===== src/hdl/twi_port_pkg.sv =====
package twi_port_pkg;
    // Slave addresses selected by the strap pin
    localparam logic [6:0] ADDR_STRAP_HIGH = 7'h1D;
    localparam logic [6:0] ADDR_STRAP_LOW  = 7'h53;
    // Bus rates the port is designed for, in kHz
    localparam int unsigned RATE_STD_KHZ  = 100;
    localparam int unsigned RATE_FAST_KHZ = 400;
    // Register file geometry
    localparam int unsigned REG_AW        = 8;
    localparam int unsigned BYTE_W        = 8;
    localparam logic [7:0]  PTR_RESET     = 8'h00;
    localparam logic [2:0]  BIT_LAST      = 3'h7;
endpackage


===== src/hdl/twi_line_if.sv =====
`timescale 1ns/10ps
// Sampled bus line levels and their decoded events
interface twi_line_if;
    logic scl;
    logic sda;
    logic scl_rise;
    logic scl_fall;
    logic start_ev;
    logic stop_ev;
    modport producer (output scl, sda, scl_rise, scl_fall, start_ev, stop_ev);
    modport consumer (input  scl, sda, scl_rise, scl_fall, start_ev, stop_ev);
endinterface


===== src/hdl/twi_line_sync.sv =====
`timescale 1ns/10ps
module twi_line_sync
    import twi_port_pkg::*;
(
    input  wire logic     i_mclk,
    input  wire logic     i_reset_n,
    input  wire logic     i_scl,
    input  wire logic     i_sda,
    twi_line_if.producer  line
);
    typedef struct packed {
        logic [1:0] scl_meta;
        logic [1:0] sda_meta;
        logic       scl_old;
        logic       sda_old;
    } sync_t;

    sync_t s_q;
    sync_t s_d;

    // --------------------------------------------------------------------
    // Two-stage synchronisers, then edge history
    // --------------------------------------------------------------------
    always_comb begin
        s_d          = s_q;
        s_d.scl_meta = {s_q.scl_meta[0], i_scl};
        s_d.sda_meta = {s_q.sda_meta[0], i_sda};
        s_d.scl_old  = s_q.scl_meta[1];
        s_d.sda_old  = s_q.sda_meta[1];
    end

    // Idle bus is high, so reset to high avoids a false start
    always_ff @(posedge i_mclk or negedge i_reset_n) begin
        if (!i_reset_n) begin
            s_q <= '{scl_meta: 2'h3, sda_meta: 2'h3, scl_old: 1'b1, sda_old: 1'b1};
        end else begin
            s_q <= s_d;
        end
    end

    // Only the second stage and its edge history feed decode
    assign line.scl      = s_q.scl_meta[1];
    assign line.sda      = s_q.sda_meta[1];
    assign line.scl_rise = s_q.scl_meta[1] & ~s_q.scl_old;
    assign line.scl_fall = ~s_q.scl_meta[1] & s_q.scl_old;
    assign line.start_ev = s_q.scl_meta[1] & s_q.scl_old & s_q.sda_old & ~s_q.sda_meta[1];
    assign line.stop_ev  = s_q.scl_meta[1] & s_q.scl_old & ~s_q.sda_old & s_q.sda_meta[1];
endmodule


===== src/hdl/two_wire_register_port.sv =====
// How it works
// Select pin high enables two-wire slave
// Handles 100 kHz and 400 kHz clocks
// Strap high answers address 0x1D only
// Strap low answers address 0x53 instead; code takes strap only while select is low; select high from reset keeps 0x1D
// First byte holds address plus direction
// Acknowledge address, register and data bytes
// Read follows repeated start or stop-start
// Drive bytes until master not-acknowledges
// Pointer advances after every data byte
// Unmatched address gets no acknowledge
`timescale 1ns/10ps
module two_wire_register_port
    import twi_port_pkg::*;
(
    input  wire logic              i_mclk,
    input  wire logic              i_reset_n,
    input  wire logic              i_if_select,
    input  wire logic              i_address_strap_pin,
    input  wire logic              i_scl,
    input  wire logic              i_sda,
    output logic                   o_sda_oe_n,
    output logic                   o_sda_out,
    output logic [REG_AW-1:0]      o_reg_addr,
    output logic [BYTE_W-1:0]      o_reg_wdata,
    output logic                   o_reg_wr,
    output logic                   o_reg_rd,
    input  wire logic [BYTE_W-1:0] i_reg_rdata,
    output logic                   o_busy
);
    typedef enum logic [2:0] {
        ST_IDLE  = 3'b000,
        ST_RECV  = 3'b001,
        ST_ACK   = 3'b010,
        ST_SEND  = 3'b011,
        ST_MACK  = 3'b100
    } state_t;

    typedef enum logic [1:0] {
        PH_ADDR = 2'b00,
        PH_REG  = 2'b01,
        PH_DATA = 2'b10
    } phase_t;

    typedef struct packed {
        state_t              st;
        phase_t              ph;
        logic [2:0]          bitn;
        logic [BYTE_W-1:0]   shreg;
        logic [REG_AW-1:0]   ptr;
        logic                drive_low;
        logic                ack_seen;
        logic                reading;
        logic [BYTE_W-1:0]   wdata;
        logic                wr;
        logic                rd;
        logic [1:0]          sel_sync;
        logic [1:0]          strap_sync;
        logic                strap;
    } port_t;

    port_t r_q;
    port_t r_d;

    twi_line_if line();

    twi_line_sync u_sync (
        .i_mclk    (i_mclk),
        .i_reset_n (i_reset_n),
        .i_scl     (i_scl),
        .i_sda     (i_sda),
        .line      (line)
    );

    // Address match against the strapped address, write or read byte alike
    function automatic logic addr_hit(input logic [7:0] b, input logic strap);
        logic [6:0] mine;
        mine     = strap ? ADDR_STRAP_HIGH : ADDR_STRAP_LOW;
        addr_hit = (b[7:1] == mine);
    endfunction

    logic enabled;
    logic [7:0] rx_byte;
    assign enabled = r_q.sel_sync[1];
    assign rx_byte = {r_q.shreg[6:0], line.sda};

    // --------------------------------------------------------------------
    // Protocol engine
    // --------------------------------------------------------------------
    // Works purely from sampled edges; at 50 MHz a 400 kHz bus gives
    // over 60 samples per bit, ample margin for hold times.
    always_comb begin
        r_d          = r_q;
        r_d.wr       = 1'b0;
        r_d.rd       = 1'b0;
        r_d.sel_sync = {r_q.sel_sync[0], i_if_select};
        // Strap is a pin too, so it passes two stages before it is latched
        r_d.strap_sync = {r_q.strap_sync[0], i_address_strap_pin};
        r_d.strap    = r_q.sel_sync[1] ? r_q.strap : r_q.strap_sync[1];
        if (!enabled) begin
            r_d.st        = ST_IDLE;
            r_d.drive_low = 1'b0;
        end else if (line.start_ev) begin
            // Repeated start and fresh start handled the same way
            r_d.st        = ST_RECV;
            r_d.ph        = PH_ADDR;
            r_d.bitn      = 3'h0;
            r_d.drive_low = 1'b0;
        end else if (line.stop_ev) begin
            r_d.st        = ST_IDLE;
            r_d.drive_low = 1'b0;
        end else begin
            case (r_q.st)
                ST_IDLE: begin
                    r_d.drive_low = 1'b0;
                end
                ST_RECV: begin
                    if (line.scl_rise) begin
                        r_d.shreg = rx_byte;
                        r_d.bitn  = r_q.bitn + 3'h1;
                        if (r_q.bitn == BIT_LAST) begin
                            r_d.st = ST_ACK;
                            if (r_q.ph == PH_ADDR) begin
                                r_d.ack_seen = addr_hit(rx_byte, r_q.strap);
                                r_d.reading  = rx_byte[0];
                            end else begin
                                r_d.ack_seen = 1'b1;
                            end
                        end
                    end
                end
                ST_ACK: begin
                    // Pull low after the eighth bit's falling edge
                    if (line.scl_fall && !r_q.drive_low) begin
                        if (r_q.ack_seen) begin
                            r_d.drive_low = 1'b1;
                        end else begin
                            r_d.st = ST_IDLE;
                        end
                    end else if (line.scl_fall && r_q.drive_low) begin
                        r_d.drive_low = 1'b0;
                        r_d.bitn      = 3'h0;
                        case (r_q.ph)
                            PH_ADDR: begin
                                if (r_q.reading) begin
                                    r_d.st        = ST_SEND;
                                    r_d.shreg     = i_reg_rdata;
                                    r_d.drive_low = ~i_reg_rdata[7];
                                    r_d.rd        = 1'b1;
                                end else begin
                                    r_d.st = ST_RECV;
                                    r_d.ph = PH_REG;
                                end
                            end
                            PH_REG: begin
                                r_d.ptr = r_q.shreg;
                                r_d.st  = ST_RECV;
                                r_d.ph  = PH_DATA;
                            end
                            default: begin
                                r_d.st = ST_RECV;
                            end
                        endcase
                    end else if (line.scl_rise && r_q.drive_low && r_q.ph == PH_DATA) begin
                        // Commit once the acknowledge is on the bus
                        if (!r_q.wr && r_q.bitn == 3'h0) begin
                            r_d.wdata = r_q.shreg;
                            r_d.wr    = 1'b1;
                            r_d.bitn  = 3'h1;
                        end
                    end
                end
                ST_SEND: begin
                    if (line.scl_fall) begin
                        r_d.bitn = r_q.bitn + 3'h1;
                        if (r_q.bitn == BIT_LAST) begin
                            r_d.drive_low = 1'b0;                // Release for master ack
                            r_d.st        = ST_MACK;
                            r_d.ptr       = r_q.ptr + 8'h01;
                        end else begin
                            r_d.shreg     = {r_q.shreg[6:0], 1'b0};
                            r_d.drive_low = ~r_q.shreg[6];
                        end
                    end
                end
                ST_MACK: begin
                    if (line.scl_rise) begin
                        r_d.ack_seen = ~line.sda;
                    end else if (line.scl_fall) begin
                        if (r_q.ack_seen) begin
                            r_d.st        = ST_SEND;
                            r_d.bitn      = 3'h0;
                            r_d.shreg     = i_reg_rdata;
                            r_d.drive_low = ~i_reg_rdata[7];
                            r_d.rd        = 1'b1;
                        end else begin
                            r_d.st = ST_IDLE;
                        end
                    end
                end
                default: begin
                    r_d.st = ST_IDLE;
                end
            endcase
        end
        // Write pointer steps after each stored byte
        if (r_q.wr) begin
            r_d.ptr = r_q.ptr + 8'h01;
        end
    end

    // --------------------------------------------------------------------
    // State register
    // --------------------------------------------------------------------
    always_ff @(posedge i_mclk or negedge i_reset_n) begin
        if (!i_reset_n) begin
            r_q <= '{st: ST_IDLE, ph: PH_ADDR, bitn: 3'h0, shreg: 8'h00,
                     ptr: PTR_RESET, drive_low: 1'b0, ack_seen: 1'b0,
                     reading: 1'b0, wdata: 8'h00, wr: 1'b0, rd: 1'b0,
                     sel_sync: 2'h0, strap_sync: 2'h3, strap: 1'b1};
        end else begin
            r_q <= r_d;
        end
    end

    // Open drain: only ever pull low, never drive high
    assign o_sda_oe_n  = ~r_q.drive_low;
    assign o_sda_out   = 1'b0;
    assign o_reg_addr  = r_q.ptr;
    assign o_reg_wdata = r_q.wdata;
    assign o_reg_wr    = r_q.wr;
    assign o_reg_rd    = r_q.rd;
    assign o_busy      = (r_q.st != ST_IDLE);
endmodule


===== config.mk =====
export PLATFORM = sky130hd
export DESIGN_NAME = two_wire_register_port
export DESIGN_NICKNAME = d
export VERILOG_FILES = /design/src/hdl/twi_port_pkg.sv /design/src/hdl/twi_line_if.sv /design/src/hdl/twi_line_sync.sv /design/src/hdl/two_wire_register_port.sv
export SDC_FILE = /design/constraint.sdc
export NUM_CORES = 1
export LEC_CHECK = 0
export BUFFER_PORTS_ARGS = -buffer_cell sky130_fd_sc_hd__buf_2
export CORE_MARGIN = 4
export CORE_UTILIZATION = 45
export DETAILED_ROUTE_END_ITERATION = 6
export HOLD_SLACK_MARGIN = 0.05
export PLACE_DENSITY = 0.64
export SLEW_MARGIN = 40
export SYNTH_ARGS = -nofsm -noshare
export SYNTH_HDL_FRONTEND = slang
export SYNTH_SLANG_ARGS = --single-unit

===== constraint.sdc =====
create_clock -name i_mclk -period 4.5 [get_ports i_mclk]
set_input_delay 0.9 -clock i_mclk [delete_from_list [all_inputs] [get_ports i_mclk]]
set_output_delay 0.9 -clock i_mclk [all_outputs]
set_load 0.005 [all_outputs]

# After elaboration in Yosys (flattened, before gate mapping)
# Cells that the tools add are included.
totals:
  out_inout_bits: 21
  elab_cells: 196
  regBits: 48
  latchBits: 0
  in_bits: 14
  mem_count: 0
  rom_bits: 0
  ram_bits: 0
classes:
  muxes: 80
  n_shift: 0
  reduce_logical: 26
  mul: 0
  n_eq_ne: 52
  bitwise: 18
  n_div: 0
  add_sub_neg: 2
  order_cmp: 0
ops:
  columns: ["op", "count"]
  rows:
  - ["two-way mux 8 bit", 9]
  - ["two-way mux 17 bit", 4]
  - ["inequality test 5 bit (second input constant)", 10]
  - ["two-way mux 11 bit", 4]
  - ["case mux 11 bit (4 select lines)", 1]
  - ["two-way mux 21 bit", 2]
  - ["two-way mux 3 bit", 13]
  - ["inequality test 3 bit (second input constant)", 10]
  - ["AND reduction 7 bit", 4]
  - ["inequality test 2 bit (second input constant)", 13]
  - ["two-way mux 1 bit", 24]
  - ["two-way mux 2 bit", 11]
  - ["two-way mux 20 bit", 1]
  - ["two-way mux 5 bit", 4]
  - ["inequality test 6 bit (second input constant)", 3]
  - ["AND reduction 9 bit", 2]
  - ["inequality test 4 bit (second input constant)", 4]
  - ["case mux 8 bit (2 select lines)", 1]
  - ["case mux 3 bit (5 select lines)", 1]
  - ["AND reduction 14 bit", 1]
  - ["NOT 1 bit", 11]
  - ["AND reduction 11 bit", 1]
  - ["adder 8 x 1 -> 8 bit (second input constant)", 1]
  - ["AND reduction 8 bit", 1]
  - ["24 further kinds", 42]

# Logic depth before layout (Yosys ltp)
# Gate-level depths: netlist of run 1.
logic_depth:
  ltp_word: 13
  depth_mapped: 8
  mapped_depth_nobuf: 7

# By module
# Synthesis of run 1 repeated with hierarchy kept, for this count alone.
unflattened:
  hier_cells: 267
  hier_area_um2: 2780.2
modules_own_cells:
  columns: ["mod", "area_per_inst_um2", "instances", "seq_area_each_um2", "cells_per_inst"]
  rows:
  - ["two_wire_register_port", 2590.0, 1, 1054.8, 257]
  - ["twi_line_sync", 190.2, 1, 157.7, 10]

# Worst setup path before layout of run 1
# No wires, ideal clock.
synth_timing:
  path_type: "reg2reg"
  start: "reg r_q (netlist bit o_reg_wr)"
  end: "reg r_q[34] in the netlist's numbering"
  required_time_ns: 4.375
  t_arrival_ns: 1.717
  stages_incl_launch_ff: 7
  path_slack_ns: 2.658
  cell_sequence: "dfrtp_1 buf_6 and4bb_1 nand4_2 a311oi_2 o2111ai_2 mux2_4"
synth_via:
  elab_chain_len: 4
synth_rtl:
  columns: ["item", "line", "source"]
  rows:
  - ["from (decl)", "two_wire_register_port.sv:62", "port_t r_q;"]
  - ["from (signal assigned)", "two_wire_register_port.sv:217", "r_q <= '{st: ST_IDLE, ph: PH_ADDR, bitn: 3'h0, shreg: 8'h00,"]
  - ["from (signal assigned)", "two_wire_register_port.sv:222", "r_q <= r_d;"]
  - ["logical NOT 1 bit", "two_wire_register_port.sv:166", "if (!r_q.wr && r_q.bitn == 3'h0) begin"]
  - ["logical AND 1 bit", "two_wire_register_port.sv:166", null]
  - ["inequality test 4 bit (no source line)", null, null]
  - ["AND reduction 11 bit (no source line)", null, null]
# No other way between the ends.
# A chain may end at the register's enable or synchronous reset.

# Final worst setup path of run 1
layout_timing:
  start: "reg r_q[39] in the netlist's numbering"
  end: "out o_busy"
layout_via:
  elab_chain_len: 1
layout_rtl:
  columns: ["item", "line", "source"]
  rows:
  - ["nonzero test 3 bit", "two_wire_register_port.sv:233", "assign o_busy = (r_q.st != ST_IDLE);"]
  - ["to (decl)", "two_wire_register_port.sv:29", "output logic o_busy"]
# No other way between the ends.

==> load_flow_metrics.sql, run 1 <==
INSERT INTO impl_metrics (metric_group, metric, value, unit) VALUES
('die', 'chipWidth', '88.27', 'µm'),
('pwr', 'power.ir.vdd_worst', '0.3416', 'mV'),
('timing', 'fin_tns_setup', '0', 'ns'),
('worst_hold_path', 'worst_hold_path_type', 'flip-flop to flip-flop', ''),
('clock_network', 'tritoncts', 'yes', ''),
('timing', 'clock.fmax', '0.4089', 'GHz'),
('clock_network', 'cts_hold_repair.buffers', '0', ''),
('clock_network', 'num_cts_buffers', '5', ''),
('critical_path', 'critical_path_arrival', '1.55', 'ns'),
('clock_network', 'clock_tree.htree_level_count', '2', ''),
('cells_and_area', 'syn2layout_area_growth', '7.294', '%'),
('global_route', 'groute.usage.overall', '0.1762', ''),
('worst_hold_path', 'min_from', 'u_sync.s_d[5]', ''),
('critical_path', 'worst-path-buf-inv', '1', ''),
('logic_synthesis', 'synthesized_net_count', '303', ''),
('flow_run', 'maxCapViolations', '0', ''),
('timing', 'fin_ws', '2.055', 'ns'),
('route', 'route.vias.total', '2214', ''),
('logic_synthesis', 'syn_avg_cell_area', '10.17', 'µm²'),
('placement', 'dp_worst_setup_slack', '2.279', 'ns'),
('pwr', 'total_leakage_power', '1.425', 'nW'),
('clock_network', 'clock_insertion_delay_worst_skew', '0.30', 'ns'),
('cells_and_area', 'fin_nets', '318', ''),
('timing', 'max_slew_margin', '0.5524', ''),
('critical_path', 'setup.worst_path.end_class', 'output pin', ''),
('clock_network', 'clock_sink_count', '48', ''),
('route', 'routedLengthMet1', '3088', 'µm'),
('die', 'die_h', '88.27', 'µm'),
('route', 'routedWlPerCell', '16.94', 'µm'),
('logic_synthesis', 'synth_sequential_area_ratio', '0.4182', ''),
('outcome', 'status', 'complete, no violations', ''),
('die', 'placement_rows', '28', ''),
('global_route', 'antenna_violations_before_repair', '0', ''),
('route', 'top_layer', 'met4', ''),
('timing', 'rsz0062_at_grt', 'no', ''),
('route', 'routed_wirelength', '6369', 'µm'),
('placement', 'dp_hpwl', '4616', 'µm'),
('global_route', 'leftover_overflow_at_the_end_of_global_routing', '0', ''),
('timing', 'hold_ws', '0.3602', 'ns'),
('placement', 'count_of_buffers_inserted_at_the_top_level_ports', '33', ''),
('critical_path', 'timing.setup.critical_path_class', 'flip-flop to output pin', ''),
('global_route', 'global_route_wire_length_before_repair', '10630', 'µm'),
('timing', 'tightest_slew', '0.6689', 'ns'),
('timing', 'timing.clock.skew', '0.006617', 'ns'),
('critical_path', 'critical_path.top_delay_family', 'flip-flops', ''),
('critical_path', 'reg2reg_launch_point', 'r_q[39]', ''),
('route', 'detailedRoute.firstIterationViolations', '249', ''),
('timing', 'final-max-slew-violation-count', '0', ''),
('route', 'met3WireLength', '384', 'µm'),
('logic_synthesis', 'yosysUniqueCellTypes', '71', ''),
('die', 'boundaryPins', '35', ''),
('route', 'route.met2.wl', '2868', 'µm'),
('logic_synthesis', 'syn-instance-count', '285', ''),
('clock_network', 'post_cts_resized', '0', ''),
('die', 'core', '6096', 'µm²'),
('route', 'antenna_violating_nets_post_route', '0', ''),
('logic_synthesis', 'postSynthRegisterBits', '48', ''),
('critical_path', 'worst_path_max_delay_cell', 'dfrtp_1', ''),
('global_route', 'grt_max_degree', '49', ''),
('logic_synthesis', 'count_of_warnings_emitted_by_yosys', '0', ''),
('pwr', 'power_density_normalized_to_cell_area', '331.7', 'nW/µm²'),
('timing', 'finalWorstPathRequiredPeriod', '2.445', 'ns'),
('cells_and_area', 'finalCoreUtilization', '0.5103', ''),
('clock_network', 'clock_tree.buffer_depth', '2', ''),
('critical_path', 'timing.critical_path.from_type', 'flip-flop', ''),
('global_route', 'grt_pass1_vias', '2079', ''),
('placement', 'gp_congestion', '0.9343', ''),
('critical_path', 'biggest_cell_delay_along_the_critical_path', '0.61', 'ns'),
('cells_and_area', 'fillers', '573', ''),
('die', 'initial_utilization', '0.4756', ''),
('cells_and_area', 'final_layout_size_suffix_gt1_frac', '0.3156', '');
==> logic make-up after synthesis <==
group | Yosys count | synth area share
flip-flops | 48 | 0.4182
AND/OR/NAND/NOR | 93 | 0.1908
AO/OA/AOI/OAI | 70 | 0.1649
XOR/XNOR | 2 | 0.006043
multiplexers | 31 | 0.1187
adder cells (fa/ha/maj) | 4 | 0.01726
other | 1 | 0.001294
buffers and inverters | 36 | 0.08286
==> sequential cells by signal (all words and copies together) (netlist names), 2 cells and up <==
signal	count
u_sync.s_q	2
o_reg_addr	8
u_sync.s_d	2
r_d	2
r_q	21
o_reg_wdata	8
==> power by group <==
part           leakage (nW)  total [mW]  internal (mW)  switching [mW]
Combinational         0.733       0.137         0.0683          0.0690
Sequential            0.623       0.513          0.470          0.0435
Clock                0.0687       0.381          0.224           0.158
Total                  1.42        1.03          0.762           0.270
==> cell type report <==
class                           instances  area (µm²)  share of cell area
Inverter                               10       37.54             0.01207
Clock buffer                            5       68.82             0.02212
Clock inverter                          3       68.82             0.02212
Tap cell                               75       93.84             0.03017
Timing Repair Buffer                   34       172.7             0.05551
Sequential cell                        48        1212              0.3898
Multi-Input combinational cell        201        1456              0.4682
==> per-stage QoR <==
step / area, µm² / cells
final: 3110 / 376
after global routing: 3110 / 376
after global placement: 2963 / 368
after floorplan: 2899 / 285
after detailed placement: 2967 / 368
after CTS: 3104 / 376
==> cells in the mapped netlist, drive strengths merged, types with 2 or more instances <==
| cell | n | area share |
|---|---|---|
| inv | 10 | 0.013 |
| o32ai | 2 | 0.0060 |
| a221oi | 2 | 0.0060 |
| mux2i | 7 | 0.024 |
| nor2b | 3 | 0.0065 |
| a2bb2oi | 2 | 0.0060 |
| o22a | 2 | 0.0060 |
| buf | 25 | 0.069 |
| nor4b | 2 | 0.0060 |
| a211oi | 2 | 0.0052 |
| a22oi | 3 | 0.0078 |
| nand3 | 5 | 0.0086 |
| a311oi | 2 | 0.0082 |
| o21ai | 20 | 0.035 |
| nor4 | 2 | 0.0043 |
| nand3b | 2 | 0.0065 |
| dfrtp | 39 | 0.34 |
| nor3b | 3 | 0.0095 |
| nand4 | 4 | 0.011 |
| nor2 | 24 | 0.031 |
| a41oi | 2 | 0.0060 |
| mux2 | 24 | 0.095 |
| and3 | 2 | 0.0043 |
| or3 | 3 | 0.0086 |
| o41ai | 2 | 0.0060 |
| a22o | 2 | 0.0060 |
| dfstp | 9 | 0.082 |
| nand2 | 19 | 0.025 |
| nand2b | 4 | 0.011 |
| nor3 | 7 | 0.018 |
| o2111ai | 2 | 0.010 |
| ha | 4 | 0.017 |
| a31oi | 2 | 0.0043 |
| and2b | 4 | 0.011 |
| a21oi | 16 | 0.029 |
| a21boi | 2 | 0.0052 |
| o22ai | 3 | 0.0065 |
| or3b | 2 | 0.0069 |
==> layer usage <==
layer | GRT usage | vias to the layer above
met2 | 0.2672 | 71
li1 | - | 1054
met3 | 0.03445 | 4
met4 | 0.03297 | 0
met1 | 0.2646 | 1085
met5 | 0 | -
==> final timing paths <==
| path | end | slack [ns] | depth (start not counted) |
|---|---|---|---|
| setup / recovery | o_busy | 2.05 | 2 |
| hold / removal | u_sync.line.scl | 0.36 | 0 |
| setup reg to reg | r_q[28] | 2.16 | 4 |
| hold reg to reg | u_sync.line.scl | 0.36 | 0 |
| max in group asynchronous | o_reg_wdata[2] | 3.40 | 2 |
| min in group asynchronous | r_q[39] | 0.68 | 2 |
==> layout by cell type, fill, tap and decap left out, types with 3 or more instances in the layout <==
| master | instances |
|---|---|
| dfstp_2 | 9 |
| nand3_1 | 5 |
| nor2_1 | 24 |
| buf_2 | 33 |
| o21ai_0 | 16 |
| nand2b_1 | 3 |
| mux2i_1 | 7 |
| dfrtp_1 | 39 |
| o22ai_1 | 3 |
| ha_1 | 4 |
| mux2_2 | 23 |
| clkbuf_8 | 5 |
| a21oi_1 | 14 |
| a22oi_1 | 3 |
| nand2_1 | 18 |
| inv_1 | 10 |
| nor2b_1 | 3 |
| nor3_1 | 5 |
| nand4_1 | 3 |
| o21ai_1 | 4 |
(Power assumes the default switching activity.)
==> inputs of run 2 (changes only) <==
- PLACE_DENSITY: 0.64 -> 0.67
- clock period: 4.5 -> 2 ns (I/O delays scaled with it)
==> run 2 against run 1 <==
Compared with the run above: cell count is 10% higher; via count is 7.1% higher; first-iteration DRC count is 23% lower; critical path type is now flip-flop to flip-flop; largest power group unchanged.
==> load_flow_metrics.sql, run 2 (same netlist as run 1, synthesis figures left out) <==
INSERT INTO impl_metrics (metric_group, metric, value, unit) VALUES
('outcome', 'status', 'complete, no violations', ''),
('critical_path', 'critPathMaxFanout', '8', ''),
('cells_and_area', 'flip_flop_count_of_the_largest_register_all_copies_and_words_added', '21', ''),
('critical_path', 'timing.setup.critical_path_class', 'flip-flop to flip-flop', ''),
('die', 'placement_rows', '28', ''),
('route', 'route.vias.total', '2371', ''),
('clock_network', 'clockRootBuffer', 'clkbuf_8', ''),
('global_route', 'leftover_overflow_at_the_end_of_global_routing', '0', ''),
('critical_path', 'worstPathRequired', '2.20', 'ns'),
('clock_network', 'clock_sink_count', '48', ''),
('critical_path', 'critical_path_arrival', '2.11', 'ns'),
('die', 'initial_utilization', '0.4756', ''),
('critical_path', 'timing.critical_path.from_type', 'flip-flop', ''),
('route', 'final_routed_drc_violation_total', '0', ''),
('global_route', 'grt_pass1_vias', '2224', ''),
('route', 'vias_per_inst', '5.727', ''),
('cells_and_area', 'fillers', '542', ''),
('cells_and_area', 'fin_nets', '356', ''),
('timing', 'timing.clock.skew', '0.003142', 'ns'),
('timing', 'fin_tns_setup', '0', 'ns'),
('timing', 'clock.fmax', '0.5216', 'GHz'),
('pwr', 'power.ir.vdd_worst', '0.5463', 'mV'),
('placement', 'dp_worst_setup_slack', '0.02894', 'ns'),
('worst_hold_path', 'worst_hold_path_type', 'input port to asynchronous set/reset pin', ''),
('timing', 'fin_ws', '0.08290', 'ns'),
('timing', 'timing.final.hold_violations', '0', ''),
('timing', 'setup_violations', '0', ''),
('timing', 'hold_ws', '0.03724', 'ns'),
('global_route', 'antenna_violations_before_repair', '0', ''),
('clock_network', 'num_cts_buffers', '5', ''),
('timing', 'finalWorstPathRequiredPeriod', '1.917', 'ns'),
('clock_network', 'cts.reportedPaths.clkPinSlew', '0.09', 'ns'),
('global_route', 'grt_max_degree', '32', ''),
('timing', 'post-route-period-util', '0.9585', ''),
('die', 'chipWidth', '88.27', 'µm'),
('placement', 'dp_hpwl', '5339', 'µm'),
('global_route', 'groute.usage.overall', '0.1911', ''),
('route', 'met3WireLength', '426', 'µm'),
('placement', 'count_of_buffers_inserted_at_the_top_level_ports', '33', ''),
('cells_and_area', 'final-seq-area', '1216', 'µm²'),
('timing', 'rsz0062_at_grt', 'yes', ''),
('placement', 'gp_congestion', '0.9619', ''),
('critical_path', 'ff2ff_setup_slack', '0.08', 'ns'),
('critical_path', 'setup.worst_path.end_class', 'flip-flop', ''),
('clock_network', 'tritoncts', 'yes', ''),
('route', 'top_layer', 'met4', ''),
('cells_and_area', 'registers.top_by_ff_count', 'r_q', ''),
('die', 'boundaryPins', '35', ''),
('route', 'routed_wirelength', '7125', 'µm'),
('cells_and_area', 'highest_count_cells_in_the_layout_ignoring_fill_and_taps', 'buf_4, dfrtp_1, buf_2', ''),
('critical_path', 'reg2reg_depth', '7', ''),
('die', 'core', '6096', 'µm²'),
('cells_and_area', 'finish.instance_area', '3440', 'µm²'),
('cells_and_area', 'multiInputGateArea', '1471', 'µm²'),
('route', 'antenna_violating_nets_post_route', '0', ''),
('cells_and_area', 'final_common_cell', 'buf_4', ''),
('die', 'die_h', '88.27', 'µm'),
('route', 'routedWlPerCell', '17.21', 'µm'),
('pwr', 'total_leakage_power', '1.607', 'nW'),
('flow_run', 'maxCapViolations', '0', ''),
('clock_network', 'clock_tree.htree_level_count', '2', ''),
('global_route', 'global_route_wire_length_before_repair', '11340', 'µm'),
('clock_network', 'clock_insertion_delay_worst_skew', '0.31', 'ns'),
('cells_and_area', 'syn2layout_area_growth', '18.64', '%'),
('critical_path', 'timing.rr.end', 'r_q[30]', ''),
('placement', 'placedInstanceArea', '3206', 'µm²'),
('route', 'detailedRoute.firstIterationViolations', '191', ''),
('pwr', 'power_density_normalized_to_cell_area', '689.8', 'nW/µm²'),
('die', 'fp.dieArea', '7791', 'µm²'),
('route', 'detail_route.first_pass.iterations', '4', ''),
('timing', 'final-max-slew-violation-count', '0', ''),
('cells_and_area', 'final_layout_size_suffix_gt1_frac', '0.4041', ''),
('critical_path', 'reg2reg_launch_point', 'r_q[34]', ''),
('clock_network', 'clock_tree.buffer_depth', '2', ''),
('cells_and_area', 'antennaDiodeCount', '0', ''),
('route', 'route.met2.wl', '3263', 'µm'),
('route', 'routedLengthMet1', '3381', 'µm');
run 2: cell count changes in the layout (fill, tap and decap cells not counted), moves of 2 or more:
| cell | change |
|---|---|
| buf_12 | +2 |
| dfrtp_1 | -3 |
| dfrtp_2 | +3 |
| buf_4 | +36 |
run 2: timing repair:
action	CTS	global route
cloned	0	0
endpoints found under the hold margin	0	0
pin swaps	0	4
buffers inserted	0	9
gates resized for setup	1	8
hold buffers	0	0
endpoints found under the setup margin	1	17
run 2: worst max path at each step:
stage / from / end / slack (ns) / cells after the start
after detailed placement: r_q[34] / r_q[30] / 0.03 / 7
after global placement: r_q[34] / r_q[29] / 0.06 / 7
after CTS: r_q[39] / r_q[36] / 0.04 / 6
final: r_q[34] / r_q[30] / 0.08 / 7
after global routing: r_q[34] / o_reg_addr[5] / -0.03 / 9
after floorplan: o_reg_wr / r_q[34] / 0.16 / 6
run 2: layer usage:
metal / vias up / GRT usage
li1: 1139 / -
met1: 1167 / 0.2790
met2: 60 / 0.2910
met3: 5 / 0.03538
met4: 0 / 0.05495
met5: - / 0
run 2: where the power goes:
group / switching [mW] / total (mW) / internal [mW]
registers: 0.104 / 1.16 / 1.06
logic: 0.184 / 0.360 / 0.177
clock network: 0.349 / 0.852 / 0.503
total: 0.636 / 2.37 / 1.74
run 2: stage by stage:
| stage | power (mW) | utilization | std cells |
|---|---|---|---|
| floorplan | 1.378 | - | 285 |
| global route | 2.479 | 0.5642 | 414 |
| CTS | 2.375 | 0.5503 | 405 |
| detailed placement | 1.512 | 0.5259 | 397 |
| global placement | 1.495 | 0.5259 | 397 |
| finish | 2.373 | 0.5642 | 414 |
run 2: layout make-up:
cell class                 count  share of cell area
multi-input combinational    201              0.4278
tap                           75             0.02728
clock buffer                   5             0.02001
sequential                    48              0.3536
clock inverter                 3             0.02001
inverter                      10             0.01091
timing repair buffer          72              0.1404
run 2: critical path, stage by stage, from the launching register on:
cell,delay [ns]
dfrtp_1,0.43
ha_1,0.23
ha_1,0.21
nor2b_2,0.14
a311oi_1,0.06
nor2_1,0.17
o2111ai_4,0.24
mux2_2,0.34
==> inputs of run 3 (changes only) <==
- PLACE_DENSITY: 0.67 -> 0.64
- clock period: 2 -> 1.9 ns (I/O delays scaled with it)
==> run 3 against run 2 <==
Compared with the run above: die area unchanged; total power up 11%; worst setup slack worse by 0.067 ns; clock power up 6.2%; combinational power up 37%; hold slack better by 0.12 ns; non-clock buffer count up 18; utilization up 4.9 points; cell count up 4.3%.
==> load_flow_metrics.sql, run 3 (same netlist as run 1, synthesis figures left out) <==
INSERT INTO impl_metrics (metric_group, metric, value, unit) VALUES
('clock_network', 'clockRootBuffer', 'clkbuf_8', ''),
('placement', 'dp_worst_setup_slack', '-0.01927', 'ns'),
('cells_and_area', 'multiInputGateArea', '1605', 'µm²'),
('timing', 'setup_violations', '0', ''),
('placement', 'gp_congestion', '0.9583', ''),
('critical_path', 'critPathMaxFanout', '8', ''),
('timing', 'rsz0062_at_grt', 'yes', ''),
('critical_path', 'reg2reg_depth', '8', ''),
('timing', 'clock.fmax', '0.5307', 'GHz'),
('timing', 'hold_ws', '0.1541', 'ns'),
('route', 'routedWlPerCell', '17.68', 'µm'),
('cells_and_area', 'flip_flop_count_of_the_largest_register_all_copies_and_words_added', '21', ''),
('global_route', 'leftover_overflow_at_the_end_of_global_routing', '0', ''),
('clock_network', 'tritoncts', 'yes', ''),
('cells_and_area', 'fillers', '517', ''),
('timing', 'finalWorstPathRequiredPeriod', '1.884', 'ns'),
('route', 'final_routed_drc_violation_total', '0', ''),
('pwr', 'total_internal_power', '1.901', 'mW'),
('timing', 'max_slew_margin', '0.6506', ''),
('cells_and_area', 'final_layout_size_suffix_gt1_frac', '0.4734', ''),
('cells_and_area', 'fin_nets', '374', ''),
('clock_network', 'clock_tree.htree_level_count', '2', ''),
('cells_and_area', 'final_common_cell', 'buf_4', ''),
('critical_path', 'setup.worst_path.end_class', 'flip-flop', ''),
('placement', 'dp_hpwl', '5373', 'µm'),
('timing', 'timing.clock.skew', '0.008230', 'ns'),
('route', 'vias_per_inst', '5.694', ''),
('timing', 'timing.final.hold_violations', '0', ''),
('clock_network', 'cts.reportedPaths.clkPinSlew', '0.10', 'ns'),
('route', 'antenna_violating_nets_post_route', '0', ''),
('clock_network', 'clock_tree.buffer_depth', '2', ''),
('flow_run', 'maxCapViolations', '0', ''),
('route', 'detailedRoute.firstIterationViolations', '118', ''),
('route', 'route.vias.total', '2460', ''),
('critical_path', 'timing.critical_path.from_type', 'flip-flop', ''),
('timing', 'tightest_slew', '0.5242', 'ns'),
('global_route', 'grt_pass1_vias', '2369', ''),
('timing', 'fin_tns_setup', '0', 'ns'),
('clock_network', 'num_cts_buffers', '5', ''),
('pwr', 'switchingPower', '0.7255', 'mW'),
('die', 'initial_utilization', '0.4756', ''),
('cells_and_area', 'registers.top_by_ff_count', 'r_q', ''),
('worst_hold_path', 'worst_hold_path_type', 'input port to flip-flop', ''),
('cells_and_area', 'syn2layout_area_growth', '28.92', '%'),
('timing', 'final-max-slew-violation-count', '0', ''),
('die', 'placement_rows', '28', ''),
('clock_network', 'clock_insertion_delay_worst_skew', '0.31', 'ns'),
('placement', 'count_of_buffers_inserted_at_the_top_level_ports', '33', ''),
('clock_network', 'clock_sink_count', '48', ''),
('pwr', 'sequentialPowerShare', '0.468', ''),
('route', 'detail_route.first_pass.iterations', '4', ''),
('pwr', 'total_leakage_power', '1.731', 'nW'),
('pwr', 'combinationalPowerShare', '0.188', ''),
('die', 'die_h', '88.27', 'µm'),
('timing', 'fin_ws', '0.01577', 'ns'),
('critical_path', 'critical_path_arrival', '2.09', 'ns'),
('critical_path', 'worstPathRequired', '2.10', 'ns'),
('route', 'routed_wirelength', '7638', 'µm'),
('die', 'fp.dieArea', '7791', 'µm²'),
('pwr', 'power_density_normalized_to_cell_area', '702.8', 'nW/µm²'),
('cells_and_area', 'antennaDiodeCount', '0', ''),
('global_route', 'grt_max_degree', '29', ''),
('die', 'chipWidth', '88.27', 'µm'),
('die', 'core', '6096', 'µm²'),
('pwr', 'power.share.switching', '0.2762', ''),
('cells_and_area', 'highest_count_cells_in_the_layout_ignoring_fill_and_taps', 'buf_4, dfrtp_1, buf_2', ''),
('pwr', 'power.ir.vdd_worst', '0.5444', 'mV'),
('pwr', 'power.share.clock', '0.345', ''),
('outcome', 'status', 'complete, no violations', ''),
('global_route', 'groute.usage.overall', '0.1948', ''),
('timing', 'post-route-period-util', '0.9917', ''),
('worst_hold_path', 'worstHoldPathCells', '1', ''),
('cells_and_area', 'final-seq-area', '1216', 'µm²'),
('die', 'boundaryPins', '35', ''),
('critical_path', 'timing.setup.critical_path_class', 'flip-flop to flip-flop', ''),
('global_route', 'antenna_violations_before_repair', '0', ''),
('global_route', 'global_route_wire_length_before_repair', '11700', 'µm');
## run 3: area by class of cell
cell class,instances,share of cell area
tap,75,0.02511
timing repair buffer,90,0.1731
sequential,48,0.3254
inverter,10,0.01004
multi-input combinational,201,0.4295
clock buffer,5,0.01841
clock inverter,3,0.01841
## run 3: what timing repair did
| action | in CTS | in global routing |
|---|---|---|
| buffers inserted | 3 | 7 |
| resized for setup | 4 | 48 |
| hold buffers | 1 | 0 |
| pin swaps | 3 | 12 |
| endpoints found under the setup margin | 12 | 33 |
| gates cloned | 0 | 2 |
| hold endpoints to repair | 6 | 0 |
## run 3: routing by layer
layer | track usage | share of wire
met1 | 0.2693 | 0.46
met4 | 0.07555 | 0.021
met2 | 0.3046 | 0.46
met3 | 0.03538 | 0.059
met5 | 0 | 0
## run 3: critical path, cell delays in order, from the launching register on
cell and delay [ns]:
dfrtp_1 0.43, inv_2 0.08, ha_4 0.11, and4bb_1 0.24, nand4_4 0.10, buf_6 0.14, nor3_4 0.20, buf_12 0.16
mux2_4 0.30
## run 3: per-stage QoR
stage          area [µm²]  cells  utilization  total power, mW
5_1_grt              3737    432       0.6131            2.745
4_1_cts              3496    423       0.5735            2.551
6_report             3737    432       0.6131            2.627
2_1_floorplan        2899    285            -            1.450
3_5_place_dp         3311    411       0.5431            1.623
3_3_place_gp         3311    411       0.5431            1.609
## run 3: path summary, 6_finish.rpt
| path | from | endpoint | slack, ns |
|---|---|---|---|
| worst max register to register | r_q[34] | o_reg_wdata[6] | 0.02 |
| worst min-delay path | i_address_strap_pin | r_d[2] | 0.15 |
| max in group asynchronous | i_reset_n | r_q[36] | 0.80 |
| worst min register to register | r_d[4] | enabled | 0.36 |
| min in group asynchronous | i_reset_n | r_q[40] | 0.57 |
| worst max-delay path | r_q[34] | o_reg_wdata[6] | 0.02 |
## run 3: power by group through the flow
stage | registers (mW) | clock network (mW) | logic, mW
final | 1.23 | 0.905 | 0.493
after global routing | 1.24 | 0.960 | 0.545
after CTS | 1.21 | 0.931 | 0.405
after detailed placement | 1.23 | 0 | 0.390
after global placement | 1.23 | 0 | 0.381
after floorplan | 1.19 | 0 | 0.256
